===== src/inc/jcl_pkg.sv =====
// package for the boundary-scan configuration loader (host side)
// assumes a 50 MHz mclk and a slow tck made by dividing it
`default_nettype none
package jcl_pkg;
    // tck is mclk divided by 2*half
    localparam int unsigned JCL_CLK_HZ = 50_000_000;
    localparam int unsigned JCL_TCK_HALF = 4;
    localparam logic [2:0] JCL_HALF_MAX = 3'(JCL_TCK_HALF - 1);
    // sequence counts in tck cycles
    localparam logic [13:0] JCL_RESET_TCKS = 14'D5;
    localparam logic [13:0] JCL_TWO_TCKS = 14'D2;
    localparam logic [13:0] JCL_IR_LOW_BITS = 14'D5;
    localparam logic [13:0] JCL_IDLE_TCKS = 14'D10000;
    // instruction codes, lower five bits, top bit is zero
    localparam logic [5:0] JCL_CLEAR_CFG_INSTR = 6'H0B;
    localparam logic [5:0] JCL_LOAD_CFG_INSTR = 6'H05;
    localparam int unsigned JCL_WORD_W = 32;
    localparam int unsigned JCL_BUF_DEPTH = 2;
    typedef enum logic [3:0] {
        ST_IDLE, ST_RESET1, ST_RTI1, ST_SEL_IR, ST_CAP_IR, ST_SHIFT_IR,
        ST_RESET2, ST_WAIT, ST_SEL_DR, ST_CAP_DR, ST_SHIFT_DR,
        ST_UPDATE, ST_DONE
    } jcl_state_t;
endpackage
`default_nettype wire


===== src/inc/jcl_buf_if.sv =====
// stream interface between the word buffer and the shifter
// assumes both ends on mclk
`default_nettype none
interface jcl_buf_if;
    import jcl_pkg::*;
    logic valid;
    logic ready;
    logic [JCL_WORD_W-1:0] data;
    logic last;
    modport src (output valid, output data, output last, input ready);
    modport dst (input valid, input data, input last, output ready);
endinterface
`default_nettype wire


===== src/core/jcl_word_buf.sv =====
// two-entry word buffer with valid/ready on both sides
// assumes a single clock, synchronous reset
`default_nettype none
module jcl_word_buf
    import jcl_pkg::*;
(
    input wire logic mclk,
    input wire logic reset,
    input wire logic in_valid,
    output logic in_ready,
    input wire logic [JCL_WORD_W-1:0] in_data,
    input wire logic in_last,
    jcl_buf_if.src out
);
    logic [JCL_WORD_W:0] mem_q [JCL_BUF_DEPTH];
    logic [JCL_WORD_W:0] mem_d [JCL_BUF_DEPTH];
    logic wr_q, wr_d, rd_q, rd_d;
    logic [1:0] cnt_q, cnt_d;
    logic push, pop;
    // ----------------------------------------------------------------
    // pointers and count
    // ----------------------------------------------------------------
    assign in_ready = (cnt_q != 2'D2);
    assign push = in_valid && in_ready;
    assign pop = out.valid && out.ready;
    assign out.valid = (cnt_q != 2'D0);
    assign out.data = mem_q[rd_q][JCL_WORD_W-1:0];
    assign out.last = mem_q[rd_q][JCL_WORD_W];
    // next state of the buffer
    always_comb begin
        mem_d = mem_q;
        wr_d = wr_q;
        rd_d = rd_q;
        cnt_d = cnt_q;
        if (push) begin
            mem_d[wr_q] = {in_last, in_data};
            wr_d = ~wr_q;
        end
        if (pop) begin
            rd_d = ~rd_q;
        end
        if (push && !pop) begin
            cnt_d = cnt_q + 2'D1;
        end else if (pop && !push) begin
            cnt_d = cnt_q - 2'D1;
        end
    end
    // register the buffer
    always_ff @(posedge mclk) begin
        if (reset) begin
            wr_q <= 1'B0;
            rd_q <= 1'B0;
            cnt_q <= 2'D0;
            mem_q[0] <= '0;
            mem_q[1] <= '0;
        end else begin
            wr_q <= wr_d;
            rd_q <= rd_d;
            cnt_q <= cnt_d;
            mem_q <= mem_d;
        end
    end
endmodule
`default_nettype wire


===== src/core/jcl_loader.sv =====
// host controller that loads a bitstream through a boundary-scan port
// assumes the device samples tms/tdi on the rising edge of tck
// Functional notes
// - Start by holding tms high five tck cycles, then one low cycle.
// - From idle drive tms high two cycles to reach instruction select.
// - Drive tms low two cycles through capture into instruction shift.
// - Shift clear-config low bits 01011 lsb first, tms low, five cycles.
// - Shift the top clear-config bit 0 in the cycle tms rises to exit.
// - Reset again with five high cycles, then idle 10000 cycles low.
// - Shift load-config low bits 00101 lsb first, tms low, five cycles.
// - Shift the top load-config bit 0 in the cycle tms rises to exit.
// - After the instruction drive tms high two cycles to data select.
// - Drive tms low two cycles through capture into data shift.
// - Shift the bitstream msb first with tms low.
// - Present the last bitstream bit together with tms high.
// - A configured device is reloaded by the same sequence after reset.
`default_nettype none
module jcl_loader
    import jcl_pkg::*;
(
    input wire logic mclk,
    input wire logic reset,
    input wire logic start,
    output logic busy,
    output logic done,
    input wire logic word_valid,
    output logic word_ready,
    input wire logic [JCL_WORD_W-1:0] word_data,
    input wire logic word_last,
    output logic tck,
    output logic tms,
    output logic tdi
);
    jcl_buf_if bif ();
    jcl_state_t st_q, st_d;
    logic [2:0] div_q, div_d;
    logic tck_q, tck_d, tms_q, tms_d, tdi_q, tdi_d;
    logic [13:0] cnt_q, cnt_d;
    logic load_q, load_d;          // second instruction pass
    logic [4:0] bit_q, bit_d;
    logic fall;
    logic [5:0] instr;

    // ----------------------------------------------------------------
    // word buffer
    // ----------------------------------------------------------------
    jcl_word_buf u_buf (
        .mclk(mclk),
        .reset(reset),
        .in_valid(word_valid),
        .in_ready(word_ready),
        .in_data(word_data),
        .in_last(word_last),
        .out(bif)
    );

    // step once per tck falling edge so the device sees stable pins
    function automatic logic [13:0] dec(input logic [13:0] c);
        return c - 14'D1;
    endfunction

    assign instr = load_q ? JCL_LOAD_CFG_INSTR : JCL_CLEAR_CFG_INSTR;
    assign fall = (div_q == JCL_HALF_MAX) && tck_q;
    assign busy = (st_q != ST_IDLE) && (st_q != ST_DONE);
    assign done = (st_q == ST_DONE);
    assign tck = tck_q;
    assign tms = tms_q;
    assign tdi = tdi_q;
    // word popped at the fall that puts its bit 0 on tdi; its last flag
    // rides on in tms_q, so the next word can follow with no gap bit
    assign bif.ready = fall && (st_q == ST_SHIFT_DR) && (bit_q == 5'D1);

    // ----------------------------------------------------------------
    // sequencer
    // ----------------------------------------------------------------
    always_comb begin
        st_d = st_q;
        cnt_d = cnt_q;
        load_d = load_q;
        bit_d = bit_q;
        tms_d = tms_q;
        tdi_d = tdi_q;
        div_d = (div_q == JCL_HALF_MAX) ? 3'D0 : div_q + 3'D1;
        tck_d = (div_q == JCL_HALF_MAX) ? ~tck_q : tck_q;
        if (st_q == ST_IDLE || st_q == ST_DONE) begin
            div_d = 3'D0;
            tck_d = 1'B0;
            if (start) begin
                st_d = ST_RESET1;
                cnt_d = JCL_RESET_TCKS;
                load_d = 1'B0;
                tms_d = 1'B1;
                tdi_d = 1'B0;
            end
        end else if (st_q == ST_CAP_DR && cnt_q == 14'D0) begin
            // buffer ran dry in shift-dr: hold tck low, no stray shift
            div_d = 3'D0;
            tck_d = 1'B0;
            if (bif.valid) begin
                st_d = ST_SHIFT_DR;
                bit_d = 5'D31;
                tdi_d = bif.data[31];
            end
        end else if (fall) begin
            cnt_d = dec(cnt_q);
            case (st_q)
                ST_RESET1, ST_RESET2: begin
                    if (cnt_q == 14'D1) begin
                        tms_d = 1'B0;
                        st_d = (st_q == ST_RESET1) ? ST_RTI1 : ST_WAIT;
                        cnt_d = (st_q == ST_RESET1) ? 14'D1
                                                    : JCL_IDLE_TCKS;
                    end
                end
                ST_RTI1, ST_WAIT: begin
                    if (cnt_q == 14'D1) begin
                        tms_d = 1'B1;
                        st_d = ST_SEL_IR;
                        cnt_d = JCL_TWO_TCKS;
                    end
                end
                ST_SEL_IR: begin
                    if (cnt_q == 14'D1) begin
                        tms_d = 1'B0;
                        st_d = ST_CAP_IR;
                        cnt_d = JCL_TWO_TCKS;
                    end
                end
                ST_CAP_IR: begin
                    if (cnt_q == 14'D1) begin
                        st_d = ST_SHIFT_IR;
                        cnt_d = JCL_IR_LOW_BITS;
                        tdi_d = instr[0];
                        bit_d = 5'D1;
                    end
                end
                ST_SHIFT_IR: begin
                    bit_d = bit_q + 5'D1;
                    if (bit_q == 5'D6) begin
                        tms_d = 1'B1;
                        if (load_q) begin
                            st_d = ST_SEL_DR;
                            cnt_d = JCL_TWO_TCKS;
                        end else begin
                            st_d = ST_RESET2;
                            cnt_d = JCL_RESET_TCKS;
                            load_d = 1'B1;
                        end
                    end else begin
                        tdi_d = instr[bit_q[2:0]];
                        tms_d = (bit_q == 5'D5);
                    end
                end
                ST_SEL_DR: begin
                    // sel-dr-scan reached after exit1-ir and update-ir
                    if (cnt_q == 14'D1) begin
                        tms_d = 1'B0;
                        st_d = ST_CAP_DR;
                        cnt_d = JCL_TWO_TCKS;
                    end
                end
                ST_CAP_DR: begin
                    if (cnt_q == 14'D1 && bif.valid) begin
                        st_d = ST_SHIFT_DR;
                        bit_d = 5'D31;
                        tdi_d = bif.data[31];
                        tms_d = 1'B0;
                    end else if (cnt_q == 14'D1) begin
                        cnt_d = 14'D0;      // no word yet: stall tck
                    end
                end
                ST_SHIFT_DR: begin
                    if (bit_q != 5'D0) begin
                        bit_d = bit_q - 5'D1;
                        tdi_d = bif.data[bit_q - 5'D1];
                        tms_d = bif.last && (bit_q == 5'D1);
                    end else if (tms_q) begin
                        tms_d = 1'B1;       // exit1 to update
                        st_d = ST_UPDATE;
                        cnt_d = 14'D1;
                    end else if (bif.valid) begin
                        bit_d = 5'D31;      // next word follows directly
                        tdi_d = bif.data[31];
                    end else begin
                        st_d = ST_CAP_DR;   // wait for next word, tck held
                        cnt_d = 14'D0;
                    end
                end
                ST_UPDATE: begin
                    tms_d = 1'B0;
                    st_d = ST_DONE;
                end
                default: st_d = ST_IDLE;
            endcase
        end
    end

    always_ff @(posedge mclk) begin
        if (reset) begin
            st_q <= ST_IDLE;
            div_q <= 3'D0;
            tck_q <= 1'B0;
            tms_q <= 1'B1;
            tdi_q <= 1'B0;
            cnt_q <= 14'D0;
            load_q <= 1'B0;
            bit_q <= 5'D0;
        end else begin
            st_q <= st_d;
            div_q <= div_d;
            tck_q <= tck_d;
            tms_q <= tms_d;
            tdi_q <= tdi_d;
            cnt_q <= cnt_d;
            load_q <= load_d;
            bit_q <= bit_d;
        end
    end

    // ----------------------------------------------------------------
    // checks
    // ----------------------------------------------------------------
    chk_reset_tms_high: assert property (@(posedge mclk) disable iff (reset)
        (st_q == ST_RESET1) |-> tms_q)
        else $error("tms low during reset walk");
    chk_idle_tms_low: assert property (@(posedge mclk) disable iff (reset)
        (st_q == ST_WAIT) |-> !tms_q)
        else $error("tms high during idle wait");
    chk_selir_tms: assert property (@(posedge mclk) disable iff (reset)
        (st_q == ST_SEL_IR) |-> tms_q)
        else $error("tms low in ir select");
    chk_capir_tms: assert property (@(posedge mclk) disable iff (reset)
        (st_q == ST_CAP_IR) |-> !tms_q)
        else $error("tms high in ir capture");
    chk_ir_msb_zero: assert property (@(posedge mclk) disable iff (reset)
        (st_q == ST_SHIFT_IR && tms_q) |-> !tdi_q)
        else $error("instruction top bit not zero");
    chk_ir_top_load: assert property (@(posedge mclk) disable iff (reset)
        (st_q == ST_SHIFT_IR && tms_q && load_q) |-> !tdi_q)
        else $error("load instruction top bit not zero");
    chk_seldr_tms: assert property (@(posedge mclk) disable iff (reset)
        (st_q == ST_SEL_DR) |-> tms_q)
        else $error("tms low in dr select");
    chk_capdr_tms: assert property (@(posedge mclk) disable iff (reset)
        (st_q == ST_CAP_DR) |-> !tms_q)
        else $error("tms high in dr capture");
    chk_dr_shift_tms: assert property (@(posedge mclk) disable iff (reset)
        (st_q == ST_SHIFT_DR && bit_q != 5'D0) |-> !tms_q)
        else $error("tms high mid word");
    chk_stall_tck_low: assert property (@(posedge mclk) disable iff (reset)
        (st_q == ST_CAP_DR && cnt_q == 14'D0) |-> !tck_q)
        else $error("tck high while waiting for a word");
endmodule
`default_nettype wire


===== config.mk =====
export PLATFORM = sky130hd
export DESIGN_NAME = jcl_loader
export DESIGN_NICKNAME = d
export VERILOG_FILES = /design/src/inc/jcl_pkg.sv /design/src/inc/jcl_buf_if.sv /design/src/core/jcl_word_buf.sv /design/src/core/jcl_loader.sv
export SDC_FILE = /design/constraint.sdc
export NUM_CORES = 1
export LEC_CHECK = 0
export BUFFER_PORTS_ARGS = -buffer_cell sky130_fd_sc_hd__clkbuf_2
export CAP_MARGIN = 20
export CORE_MARGIN = 1.5
export CORE_UTILIZATION = 42
export DETAILED_ROUTE_END_ITERATION = 10
export GPL_ROUTABILITY_DRIVEN = 0
export GPL_TIMING_DRIVEN = 0
export PLACE_DENSITY = 0.68
export SKIP_CTS_REPAIR_TIMING = 1
export SYNTH_ARGS = -nofsm -noshare
export SYNTH_HDL_FRONTEND = slang
export SYNTH_SLANG_ARGS = --single-unit
export TNS_END_PERCENT = 50

===== constraint.sdc =====
create_clock -name mclk -period 5.6 [get_ports mclk]
set_clock_uncertainty 0.2 [all_clocks]
set_input_delay 0.84 -clock mclk [delete_from_list [all_inputs] [get_ports mclk]]
set_output_delay 0.84 -clock mclk [all_outputs]
set_load 0.01 [all_outputs]

# After elaboration in Yosys (flattened, before gate mapping)
# Cells that the tools add are included.
[totals]
out_inout_bits = 6
latch_bits = 0
regBits = 100
mem_count = 0
rom_bits = 0
ram_bits = 0
[op_classes]
n_mux = 82
eq_ne = 39
n_addsub = 6
div = 0
n_bitwise = 6
order_cmp = 5
multipliers = 0
n_shift = 0
reduce_logical = 41
[op_table]
columns = ["cell", "n"]
rows = [
  ["14-bit two-way mux", 14],
  ["33-bit two-way mux", 4],
  ["14-bit one-hot mux with 6 select lines", 1],
  ["4-bit two-way mux", 17],
  ["66-bit bitwise mux", 1],
  ["4-bit inequality test, second input constant", 9],
  ["4-bit one-hot mux with 9 select lines", 1],
  ["5-bit two-way mux", 7],
  ["33-bit demux with 1-bit select", 1],
  ["1-bit two-way mux", 27],
  ["4-bit equality test, second input constant", 5],
  ["5-bit one-hot mux with 4 select lines", 1],
  ["4-bit by 3-bit equality test with 1-bit output, second input constant", 4],
  ["14-bit by 1-bit equality test with 1-bit output, second input constant", 1],
  ["14-bit logical NOT", 1],
  ["7-bit AND reduction", 2],
  ["14-bit by 1-bit subtractor with 14-bit output, second input constant", 1],
  ["1-bit logical AND", 12],
  ["12-bit AND reduction", 1],
  ["2-bit nonzero test", 6],
  ["4-bit OR reduction", 3],
  ["5-bit by 3-bit equality test with 1-bit output, second input constant", 2],
  ["5-bit nonzero test", 2],
  ["3-bit inequality test, second input constant", 3],
  ["other kinds (39)", 53],
]

# Longest topological paths before layout
# Gate-level depths: netlist (run 1).
[logic_depth]
ltp_word = 11
mapped_depth = 11
depth_no_buf = 9

# Hierarchy
# Synthesis (run 1) repeated with hierarchy kept, for this count alone.
[unflattened]
hier_cells = 746
area_unflattened_um2 = 6423.7
[by_module_without_submodules]
columns = ["module", "instances", "area_per_inst_um2", "cells_per_inst"]
rows = [
  ["jcl_word_buf", 1, 3334.4, 351],
  ["jcl_loader", 1, 3089.2, 395],
]

# Least setup slack after synthesis (run 1)
# No wires, ideal clock.
[synth_path]
path_type = "register -> register"
startpoint = "register bit_q[0]"
endpoint = "register tdi_q, in the netlist tdi"
arrival_ns = 2.575
setup_slack_ns = 2.703
required_time_ns = 5.278
setup_ns = 0.122
n_path_buf = 2
stages_incl_launch_ff = 11
path_cell_list = "dfxtp_1 buf_2 buf_1 inv_1 ha_1 xor2_2 mux2i_1 o211ai_1 or3b_1 a41oi_1 o21ai_1"
[synth_via]
elab_chain_cells = 8
elab_cells_between_ends = 16
classes_between = "add/sub (1); eq/ne (3); mux (10); reduce/logical (2)"
[synth_lines]
columns = ["item", "line_no", "text"]
rows = [
  ["from (decl)", "jcl_loader.sv:40", "logic [4:0] bit_q, bit_d;"],
  ["from (signal assigned)", "jcl_loader.sv:216", "bit_q <= bit_d;"],
  ["5-bit by 1-bit subtractor with 5-bit output", "jcl_loader.sv:175", "tdi_d = bif.data[bit_q - 5'D1];"],
  ["1-bit binary-select mux with 5-bit select", "jcl_loader.sv:175", ""],
  ["1-bit two-way mux (implied by the code)", "jcl_loader.sv:175", ""],
  ["1-bit two-way mux", "jcl_loader.sv:173", "if (bit_q != 5'D0) begin"],
  ["1-bit one-hot mux with 4 select lines", "jcl_loader.sv:106", "case (st_q)"],
  ["1-bit two-way mux", "jcl_loader.sv:104", "end else if (fall) begin"],
  ["1-bit two-way mux", "jcl_loader.sv:95", "end else if (st_q == ST_CAP_DR && cnt_q == 14'D0) begin"],
  ["1-bit two-way mux", "jcl_loader.sv:85", "if (st_q == ST_IDLE || st_q == ST_DONE) begin"],
  ["to (signal assigned)", "jcl_loader.sv:213", "tdi_q <= tdi_d;"],
  ["to (decl)", "jcl_loader.sv:37", "logic tck_q, tck_d, tms_q, tms_d, tdi_q, tdi_d;"],
]
# Parallel ways exist; a longest one is shown, timed or not. The select of a mux whose other input is x is not followed.
# A chain may end at the register's enable or synchronous reset.

# Worst setup path after layout (run 1)
# Ends and elaborated chain as after synthesis.

==> impl_metrics.env, run 1 <==
export IMPL_layout_min_cycle_time_ns=3.77
export IMPL_finalPower_mw=1.84
export IMPL_drcViolationCount=0
export IMPL_rsz0062_at_grt="false"
export IMPL_wl_per_cell_um=16.3
export IMPL_path_cells="buf_2 > buf_1 > inv_1 > ha_1 > xor2_2 > mux2i_1 > o211ai_1 > or3b_1 > a41oi_1 > o21ai_1"
export IMPL_cp_required_ns=5.64
export IMPL_p_comb_share_pct=23.2
export IMPL_end_kind="flop"
export IMPL_clock_latency_ns=0.35
export IMPL_synth_largest_area_cell="dfxtp_1"
export IMPL_final_hold_violation_count=0
export IMPL_synthMuxAreaShare_pct=7.76
export IMPL_synthFlopType="dfxtp_1"
export IMPL_clock_path_buffers=2
export IMPL_cp_start_kind="flop"
export IMPL_crit_slowest_cell="xor2_2"
export IMPL_synth_top_cell_area_share_pct=35.6
export IMPL_syn_nets=759
export IMPL_syn2layout_area_growth_pct=12.8
export IMPL_cpPeakStageDelay_ns=0.56
export IMPL_setup_viol=0
export IMPL_ios=43
export IMPL_yosys_area_share_simple_pct=25.2
export IMPL_grt_overflow=0
export IMPL_wl_um=15400
export IMPL_p_per_area_nw_per_um2=291
export IMPL_synthAdderAreaFrac_pct=2.45
export IMPL_hold_path_class="flop to flop"
export IMPL_syn_area_per_cell_um2=7.92
export IMPL_cts_tree="built"
export IMPL_synth_compound_gate_area_share_pct=21.6
export IMPL_synthTopCellsByArea="dfxtp_1 36%, nand2_1 11%, a21oi_1 9.5%"
export IMPL_cts_root_buf="clkbuf_16"
export IMPL_antenna_left=0
export IMPL_clkTransAtPathRegs_ns=0.08
export IMPL_tightest_slew_ns=0.758
export IMPL_r2r_end="tdi$_SDFFE_PP0P_"
export IMPL_placed_cells=928
export IMPL_dp_slack_ns=1.81
export IMPL_p_int_mw=1.22
export IMPL_grt_usage_pct=22.5
export IMPL_die_area_um2=14100
export IMPL_critPathMaxFanout=10
export IMPL_max_slew_margin_pct=49.4
export IMPL_fin_util_pct=48.3
export IMPL_stdcell_count=944
export IMPL_p_leak_nw=2.27
export IMPL_ys_seq_area_share_pct=35.6
export IMPL_row_count=42
export IMPL_syn_area_um2=5630
export IMPL_die_h_um=119
export IMPL_ys_async_sr_fraction_pct=0
export IMPL_r2r_setup_slack_ns=1.83
export IMPL_placed_area_um2=6050
export IMPL_cts_sinks=100
export IMPL_whs_ns=0.227
export IMPL_startpoint="bit_q[0]$_SDFFE_PP0P_"
export IMPL_switching_share_pct=33.7
export IMPL_dieWidth_um=119
export IMPL_final_cell_mix="163 x nand2_1, 107 x a21oi_1, 100 x dfxtp_1"
export IMPL_synth_edf_count=0
export IMPL_synth_warning_count=0
export IMPL_grt_max_degree=20
export IMPL_dp_hpwl_um=11000
export IMPL_fin_tns_setup_ns=0
export IMPL_drv_slew=0
export IMPL_antenna_found_initial=0
export IMPL_hold_depth=1
export IMPL_dr_first_iter_drc_count=504
export IMPL_reg2reg_depth=10
export IMPL_cts_made_buffers=9
export IMPL_min_delay_start="div_q[0]$_SDFF_PP0_"
export IMPL_layout_commonest_cell="nand2_1"
export IMPL_worst_ep_arrival_time_ns=3.81
export IMPL_grt_pass1_vias=5043
export IMPL_final_area_um2=6350
export IMPL_htreeDepth=3
export IMPL_whs_endpoint="div_q[0]$_SDFF_PP0_"
export IMPL_grt_pass1_wl_um=25500
export IMPL_timing_fmax_mhz=266
export IMPL_outcome="complete, no violations"
export IMPL_setup_slack_ns=1.83
export IMPL_period_share_pct=67.3
export IMPL_crit_type="flop to flop"
export IMPL_ys_types=77
export IMPL_p_sw_uw=621
export IMPL_p_clk_share_pct=34.1
export IMPL_core_area_um2=13100
export IMPL_vias_per_cell=5.67
export IMPL_antennaDiodeCount=0
export IMPL_routed_via_count=5357
export IMPL_post_route_cells_drive_above_1_share_pct=12.9
export IMPL_start_util_pct=42.8
export IMPL_cap_viol_max_count=0
export IMPL_portBuffers=41
export IMPL_dr_pass1_iters=5
export IMPL_ir_worst_vdd_v=0.000179
export IMPL_netlist_instances=711
export IMPL_fin_nets=811
export IMPL_synthXorXnorAreaFrac_pct=2.78
export IMPL_r2r_start="bit_q[0]$_SDFFE_PP0P_"
export IMPL_synth_ff_latch_count=100
export IMPL_synth_top_family_by_area="simple AND/OR/NAND/NOR gates"
export IMPL_pwr_share_seq_pct=42.7
-- critical path: cells and delay by family (launching register included) --
kind,cells,cell delay [ns]
XOR/XNOR,1,0.56
AND/OR/NAND/NOR,1,0.38
multiplexers,1,0.29
AO/OA/AOI/OAI,3,0.49
adder cells (fa/ha/maj),1,0.31
flip-flops,1,0.39
buffers and inverters,3,1.02
-- how the worst max path moves through the flow --
stage                        to  cells after the start
2_1_floorplan  tdi$_SDFFE_PP0P_                     10
3_3_place_gp   tdi$_SDFFE_PP0P_                     10
3_5_place_dp   tdi$_SDFFE_PP0P_                     10
4_1_cts        tdi$_SDFFE_PP0P_                     10
5_1_grt        tdi$_SDFFE_PP0P_                     10
6_report       tdi$_SDFFE_PP0P_                     10
-- Yosys cell counts (4+ instances only) --
cell,instances
a211oi_1,5
a21o_1,4
a21oi_1,107
a31oi_1,9
buf_2,6
clkbuf_1,42
dfxtp_1,100
ha_1,11
inv_1,14
mux2i_1,11
mux4_2,14
nand2_1,163
nand2b_1,8
nand3_1,23
nand4_1,13
nor2_1,30
nor2b_1,8
nor3_1,12
o211ai_1,7
o21a_1,4
o21ai_0,14
o21ai_1,4
o22ai_1,5
or3_1,5
xnor2_1,7
xor2_1,9
-- power groups by stage --
| stage | combinational [mW] | sequential [mW] | clock [mW] |
|---|---|---|---|
| global route | 0.474 | 0.793 | 0.663 |
| floorplan | 0.303 | 0.796 | 0 |
| global placement | 0.416 | 0.803 | 0 |
| CTS | 0.421 | 0.787 | 0.640 |
| detailed placement | 0.419 | 0.804 | 0 |
| finish | 0.428 | 0.788 | 0.628 |
-- state kept, by name (all words and copies together) (netlist names) --
register / cells
div_q: 3
tms: 1
tdi: 1
u_buf.wr_q: 1
st_q: 4
u_buf.cnt_q: 2
bit_q: 5
u_buf.rd_q: 1
load_q: 1
u_buf.mem_q: 66
tck: 1
cnt_q: 14
-- cell type report --
class	instances	area, µm²
inverter	15	56.3
timing repair buffer	41	205
multi-input combinational	544	3360
sequential	100	2000
fill	1337	6790
tap	176	220
clock buffer	9	225
buffer	52	206
clock inverter	7	70.1
-- cells by family (layout without fill, tap and decap cells) --
logic type | count (synthesis) | in the layout
buffers and inverters | 67 | 124
muxes | 26 | 26
xor gates and xnor gates | 17 | 17
adders and majority gates | 11 | 11
DFF | 100 | 100
and+or+nand+nor | 295 | 295
AOI/OAI and AO/OA | 195 | 195
-- per-layer routing --
| metal | track usage [%] | wire [µm] | up-vias |
|---|---|---|---|
| met1 | 29.3 | 6990 | 2508 |
| met5 | 0 | 0 | - |
| met3 | 4.87 | 839 | 37 |
| met4 | 8.06 | 464 | 0 |
| li1 | - | - | 2629 |
| met2 | 36.7 | 7080 | 183 |
(Power assumes the default switching activity.)
==> run 2, diff against run 1 <==
==> constraint.sdc (replaced) <==
create_clock -name mclk -period 3.5 [get_ports mclk]
set_clock_uncertainty 0.2 [all_clocks]
set_input_delay 0.525 -clock mclk [delete_from_list [all_inputs] [get_ports mclk]]
set_output_delay 0.525 -clock mclk [all_outputs]
set_load 0.01 [all_outputs]
==> run 2 against run 1 <==
Global-route usage stayed put. Critical path depth is 1 lower. Power grew 60%. Final area grew 0.30%. Largest cell class unchanged. Maximum frequency rose by 14%. Register-to-register slack got worse by 1.6 ns. Hold slack got worse by 0.039 ns.
==> impl_metrics.env, run 2 (same netlist as run 1, synthesis figures left out) <==
export IMPL_outcome="complete, no violations"
export IMPL_dp_slack_ns=-0.286
export IMPL_ios=43
export IMPL_wl_um=15400
export IMPL_crit_slowest_cell="nor4b_4"
export IMPL_cts_sinks=100
export IMPL_timing_critical_path_buf_inv=2
export IMPL_p_per_area_nw_per_um2=464
export IMPL_cp_start_kind="flop"
export IMPL_setup_slack_ns=0.209
export IMPL_grt_usage_pct=22.5
export IMPL_path_cells="clkbuf_4 > inv_1 > ha_1 > nor4b_4 > a21oi_1 > a21oi_1 > o2111ai_1 > a32oi_1 > nor2_1"
export IMPL_htreeDepth=3
export IMPL_p_leak_nw=2.28
export IMPL_hold_path_class="input pin to flop"
export IMPL_dp_hpwl_um=11000
export IMPL_max_slew_margin_pct=55.7
export IMPL_finalPower_mw=2.95
export IMPL_cpPeakStageDelay_ns=0.47
export IMPL_period_share_pct=94.0
export IMPL_antenna_left=0
export IMPL_startpoint="bit_q[0]$_SDFFE_PP0P_"
export IMPL_placed_area_um2=6050
export IMPL_setup_viol=0
export IMPL_ir_worst_vdd_v=0.000286
export IMPL_min_delay_start="word_data[14]"
export IMPL_clkTransAtPathRegs_ns=0.08
export IMPL_cts_made_buffers=9
export IMPL_fin_tns_setup_ns=0
export IMPL_layout_commonest_cell="nand2_1"
export IMPL_die_h_um=119
export IMPL_vias_per_cell=5.64
export IMPL_dr_first_iter_drc_count=504
export IMPL_final_hold_violation_count=0
export IMPL_rsz0062_at_grt="false"
export IMPL_crit_type="flop to flop"
export IMPL_clock_path_buffers=2
export IMPL_grt_overflow=0
export IMPL_grt_pass1_wl_um=25500
export IMPL_cp_required_ns=3.53
export IMPL_die_area_um2=14100
export IMPL_critPathMaxFanout=19
export IMPL_antenna_found_initial=0
export IMPL_grt_pass1_vias=5043
export IMPL_grt_max_degree=20
export IMPL_regMostFlops="u_buf.mem_q"
export IMPL_largest_reg_flops=66
export IMPL_final_area_um2=6370
export IMPL_cp_common_cell="a21oi_1"
export IMPL_crit_cells=9
export IMPL_cts_root_buf="clkbuf_16"
export IMPL_drcViolationCount=0
export IMPL_end_kind="flop"
export IMPL_wl_per_cell_um=16.3
export IMPL_cts_tree="built"
export IMPL_fin_nets=810
export IMPL_syn2layout_area_growth_pct=13.1
export IMPL_routed_via_count=5315
export IMPL_row_count=42
export IMPL_core_area_um2=13100
export IMPL_dr_pass1_iters=6
export IMPL_portBuffers=41
export IMPL_r2r_start="bit_q[0]$_SDFFE_PP0P_"
export IMPL_tightest_slew_ns=0.665
export IMPL_post_route_cells_drive_above_1_share_pct=12.9
export IMPL_critPathTopFamily="compound AO/OA/AOI/OAI gates"
export IMPL_antennaDiodeCount=0
export IMPL_clock_latency_ns=0.36
export IMPL_worst_ep_arrival_time_ns=3.32
export IMPL_layout_min_cycle_time_ns=3.29
export IMPL_dieWidth_um=119
export IMPL_timing_fmax_mhz=304
export IMPL_reg2reg_depth=9
export IMPL_reg_top3="u_buf.mem_q: 66 flops, cnt_q: 14 flops, bit_q: 5 flops"
export IMPL_cap_viol_max_count=0
export IMPL_drv_slew=0
export IMPL_final_cell_mix="163 x nand2_1, 107 x a21oi_1, 100 x dfxtp_1"
export IMPL_hold_depth=3
export IMPL_start_util_pct=42.8
[run 2: changes by cell type in the layout (fill, tap and decap cells not counted)]
cell and change:
clkbuf_4 +1, buf_1 -1, buf_2 -1, nor4b_4 +1
xor2_4 +1, nor4b_2 -1, xor2_2 -1
[run 2: per-layer routing]
layer  track usage (%)  share of wire (%)
met3              4.87                5.5
met2              36.7                 46
met5                 0                  0
met1              29.3                 45
met4              8.06                2.7
[run 2: stage by stage]
stage | utilization, % | hold slack, ns | instances
6_report | 48.5 | 0.187 | 943
5_1_grt | 48.5 | 0.200 | 943
4_1_cts | 48.3 | 0.189 | 944
3_5_place_dp | 46.1 | 0.215 | 928
3_3_place_gp | 46.1 | 0.213 | 928
2_1_floorplan | - | 0.199 | 711
[run 2: final cells by class]
class                      instances  area, µm²
fill                            1334       6770
multi-input combinational        544       3380
sequential                       100       2000
clock buffer                       9        225
tap                              176        220
timing repair buffer              41        205
buffer                            51        205
clock inverter                     7       70.1
inverter                          15       56.3
[run 2: path summary, 6_finish.rpt]
kind,to,slack [ns]
setup / recovery,cnt_q[8]$_SDFFE_PP0P_,0.21
hold / removal,u_buf.mem_q[47]$_SDFFE_PP0P_,0.19
setup reg to reg,cnt_q[8]$_SDFFE_PP0P_,0.21
hold reg to reg,div_q[0]$_SDFF_PP0_,0.23
[run 2: worst min-delay path: stages]
cell      delay [ns]
clkbuf_2        0.09
nand2_1         0.05
a21oi_1         0.05
[run 2: where the power goes]
group	total, mW	internal (mW)	switching [mW]
Combinational	0.685	0.245	0.440
Sequential	1.26	1.21	0.0522
Clock	1.01	0.503	0.504
==> run 3, diff against run 2 <==
--- a/config.mk
+++ b/config.mk
@@ -12,6 +12,7 @@
 export DETAILED_ROUTE_END_ITERATION = 10
 export GPL_ROUTABILITY_DRIVEN = 0
 export GPL_TIMING_DRIVEN = 0
+export MAX_ROUTING_LAYER = met4
 export PLACE_DENSITY = 0.68
 export SKIP_CTS_REPAIR_TIMING = 1
 export SYNTH_ARGS = -nofsm -noshare
==> run 3 against run 2 <==
Critical path depth is the same. Register-to-register slack worse by 0.02 ns. Clock power is essentially flat. Hold slack improved by 0.0073 ns. Non-clock buffer count did not move. Critical path type unchanged. Sequential power barely moved.
==> impl_metrics.env, run 3 (same netlist as run 1, synthesis figures left out) <==
export IMPL_path_cells="clkbuf_4 > inv_1 > ha_1 > nor4b_4 > a21oi_1 > a21oi_1 > o2111ai_1 > a32oi_1 > nor2_1"
export IMPL_clock_path_buffers=2
export IMPL_tightest_slew_ns=0.671
export IMPL_layout_commonest_cell="nand2_1"
export IMPL_end_kind="flop"
export IMPL_cp_required_ns=3.52
export IMPL_dr_pass1_iters=5
export IMPL_dr_first_iter_drc_count=587
export IMPL_core_area_um2=13100
export IMPL_reg_top3="u_buf.mem_q: 66 flops, cnt_q: 14 flops, bit_q: 5 flops"
export IMPL_cp_start_kind="flop"
export IMPL_fin_nets=810
export IMPL_final_cell_mix="163 x nand2_1, 107 x a21oi_1, 100 x dfxtp_1"
export IMPL_reg2reg_depth=9
export IMPL_layout_min_cycle_time_ns=3.31
export IMPL_cts_root_buf="clkbuf_16"
export IMPL_start_util_pct=42.8
export IMPL_htreeDepth=3
export IMPL_p_leak_nw=2.28
export IMPL_r2r_end="cnt_q[8]$_SDFFE_PP0P_"
export IMPL_crit_type="flop to flop"
export IMPL_rsz0062_at_grt="false"
export IMPL_cap_viol_max_count=0
export IMPL_crit_slowest_cell="nor4b_4"
export IMPL_antenna_found_initial=0
export IMPL_ir_worst_vdd_v=0.000286
export IMPL_cp_common_cell="a21oi_1"
export IMPL_final_hold_violation_count=0
export IMPL_cts_sinks=100
export IMPL_grt_usage_pct=23.2
export IMPL_clock_latency_ns=0.36
export IMPL_r2r_setup_slack_ns=0.19
export IMPL_fin_tns_setup_ns=0
export IMPL_critPathMaxFanout=19
export IMPL_hold_path_class="input pin to flop"
export IMPL_crit_end="cnt_q[8]$_SDFFE_PP0P_"
export IMPL_wl_um=15400
export IMPL_wl_per_cell_um=16.4
export IMPL_row_count=42
export IMPL_cts_tree="built"
export IMPL_grt_pass1_vias=5037
export IMPL_setup_viol=0
export IMPL_drcViolationCount=0
export IMPL_clkTransAtPathRegs_ns=0.08
export IMPL_cpPeakStageDelay_ns=0.48
export IMPL_grt_overflow=0
export IMPL_p_per_area_nw_per_um2=464
export IMPL_cts_made_buffers=9
export IMPL_post_route_cells_drive_above_1_share_pct=12.9
export IMPL_pwr_share_seq_pct=42.7
export IMPL_p_clk_share_pct=34.1
export IMPL_worst_ep_arrival_time_ns=3.33
export IMPL_finalPower_mw=2.96
export IMPL_p_comb_share_pct=23.2
export IMPL_dp_hpwl_um=11000
export IMPL_dieWidth_um=119
export IMPL_p_int_mw=1.96
export IMPL_p_sw_uw=998
export IMPL_timing_fmax_mhz=302
export IMPL_max_slew_margin_pct=55.3
export IMPL_vias_per_cell=5.66
export IMPL_hold_depth=3
export IMPL_routed_via_count=5338
export IMPL_regMostFlops="u_buf.mem_q"
export IMPL_drv_slew=0
export IMPL_period_share_pct=94.6
export IMPL_die_h_um=119
export IMPL_switching_share_pct=33.8
export IMPL_antennaDiodeCount=0
export IMPL_syn2layout_area_growth_pct=13.1
export IMPL_die_area_um2=14100
export IMPL_antenna_left=0
export IMPL_grt_max_degree=20
export IMPL_grt_pass1_wl_um=25600
export IMPL_outcome="complete, no violations"
export IMPL_startpoint="bit_q[0]$_SDFFE_PP0P_"
export IMPL_portBuffers=41
export IMPL_whs_ns=0.195
export IMPL_r2r_start="bit_q[0]$_SDFFE_PP0P_"
export IMPL_largest_reg_flops=66
export IMPL_ios=43
run 3: cell counts in the layout (fill, tap and decap cells not counted):
Identical to the previous run, type by type.
run 3: stage by stage:
stage | area, µm² | setup slack, ns | util (%) | std cells
after floorplan | 5630 | 0.603 | - | 711
after global placement | 6050 | -0.283 | 46.1 | 928
after detailed placement | 6050 | -0.286 | 46.1 | 928
after CTS | 6350 | -0.296 | 48.3 | 944
after global routing | 6370 | 0.00370 | 48.5 | 943
final | 6370 | 0.188 | 48.5 | 943
run 3: layout make-up:
type                            instances  area, µm²
Fill cell                            1334       6770
Multi-Input combinational cell        544       3380
Sequential cell                       100       2000
Clock buffer                            9        225
Tap cell                              176        220
Timing Repair Buffer                   41        205
Buffer                                 51        205
Clock inverter                          7       70.1
Inverter                               15       56.3
run 3: worst min path at each step:
stage / start / endpoint
finish: word_data[14] / u_buf.mem_q[47]$_SDFFE_PP0P_
detailed placement: div_q[0]$_SDFF_PP0_ / div_q[0]$_SDFF_PP0_
CTS: word_data[14] / u_buf.mem_q[47]$_SDFFE_PP0P_
global route: word_data[15] / u_buf.mem_q[48]$_SDFFE_PP0P_
floorplan: div_q[0]$_SDFF_PP0_ / div_q[0]$_SDFF_PP0_
global placement: div_q[0]$_SDFF_PP0_ / div_q[0]$_SDFF_PP0_
run 3: per-layer routing:
metal | wire [µm] | share of wire [%] | track usage (%)
met1 | 7100 | 46 | 29.5
met2 | 7130 | 46 | 36.7
met3 | 779 | 5.1 | 4.05
met4 | 416 | 2.7 | 8.96
met5 | 0 | 0 | -
run 3: critical path, delay by kind of cell, from the launching register on:
| kind | cells | cell delay (ns) |
|---|---|---|
| AND/OR/NAND/NOR | 2 | 0.53 |
| flip-flops | 1 | 0.35 |
| adder cells (fa/ha/maj) | 1 | 0.31 |
| AO/OA/AOI/OAI | 4 | 1.27 |
| buffers and inverters | 2 | 0.50 |
run 3: power groups by stage:
stage / clock [mW] / sequential [mW] / combinational (mW)
5_1_grt: 1.06 / 1.27 / 0.759
2_1_floorplan: 0 / 1.27 / 0.485
3_3_place_gp: 0 / 1.29 / 0.665
4_1_cts: 1.02 / 1.26 / 0.674
3_5_place_dp: 0 / 1.29 / 0.670
6_report: 1.01 / 1.26 / 0.685
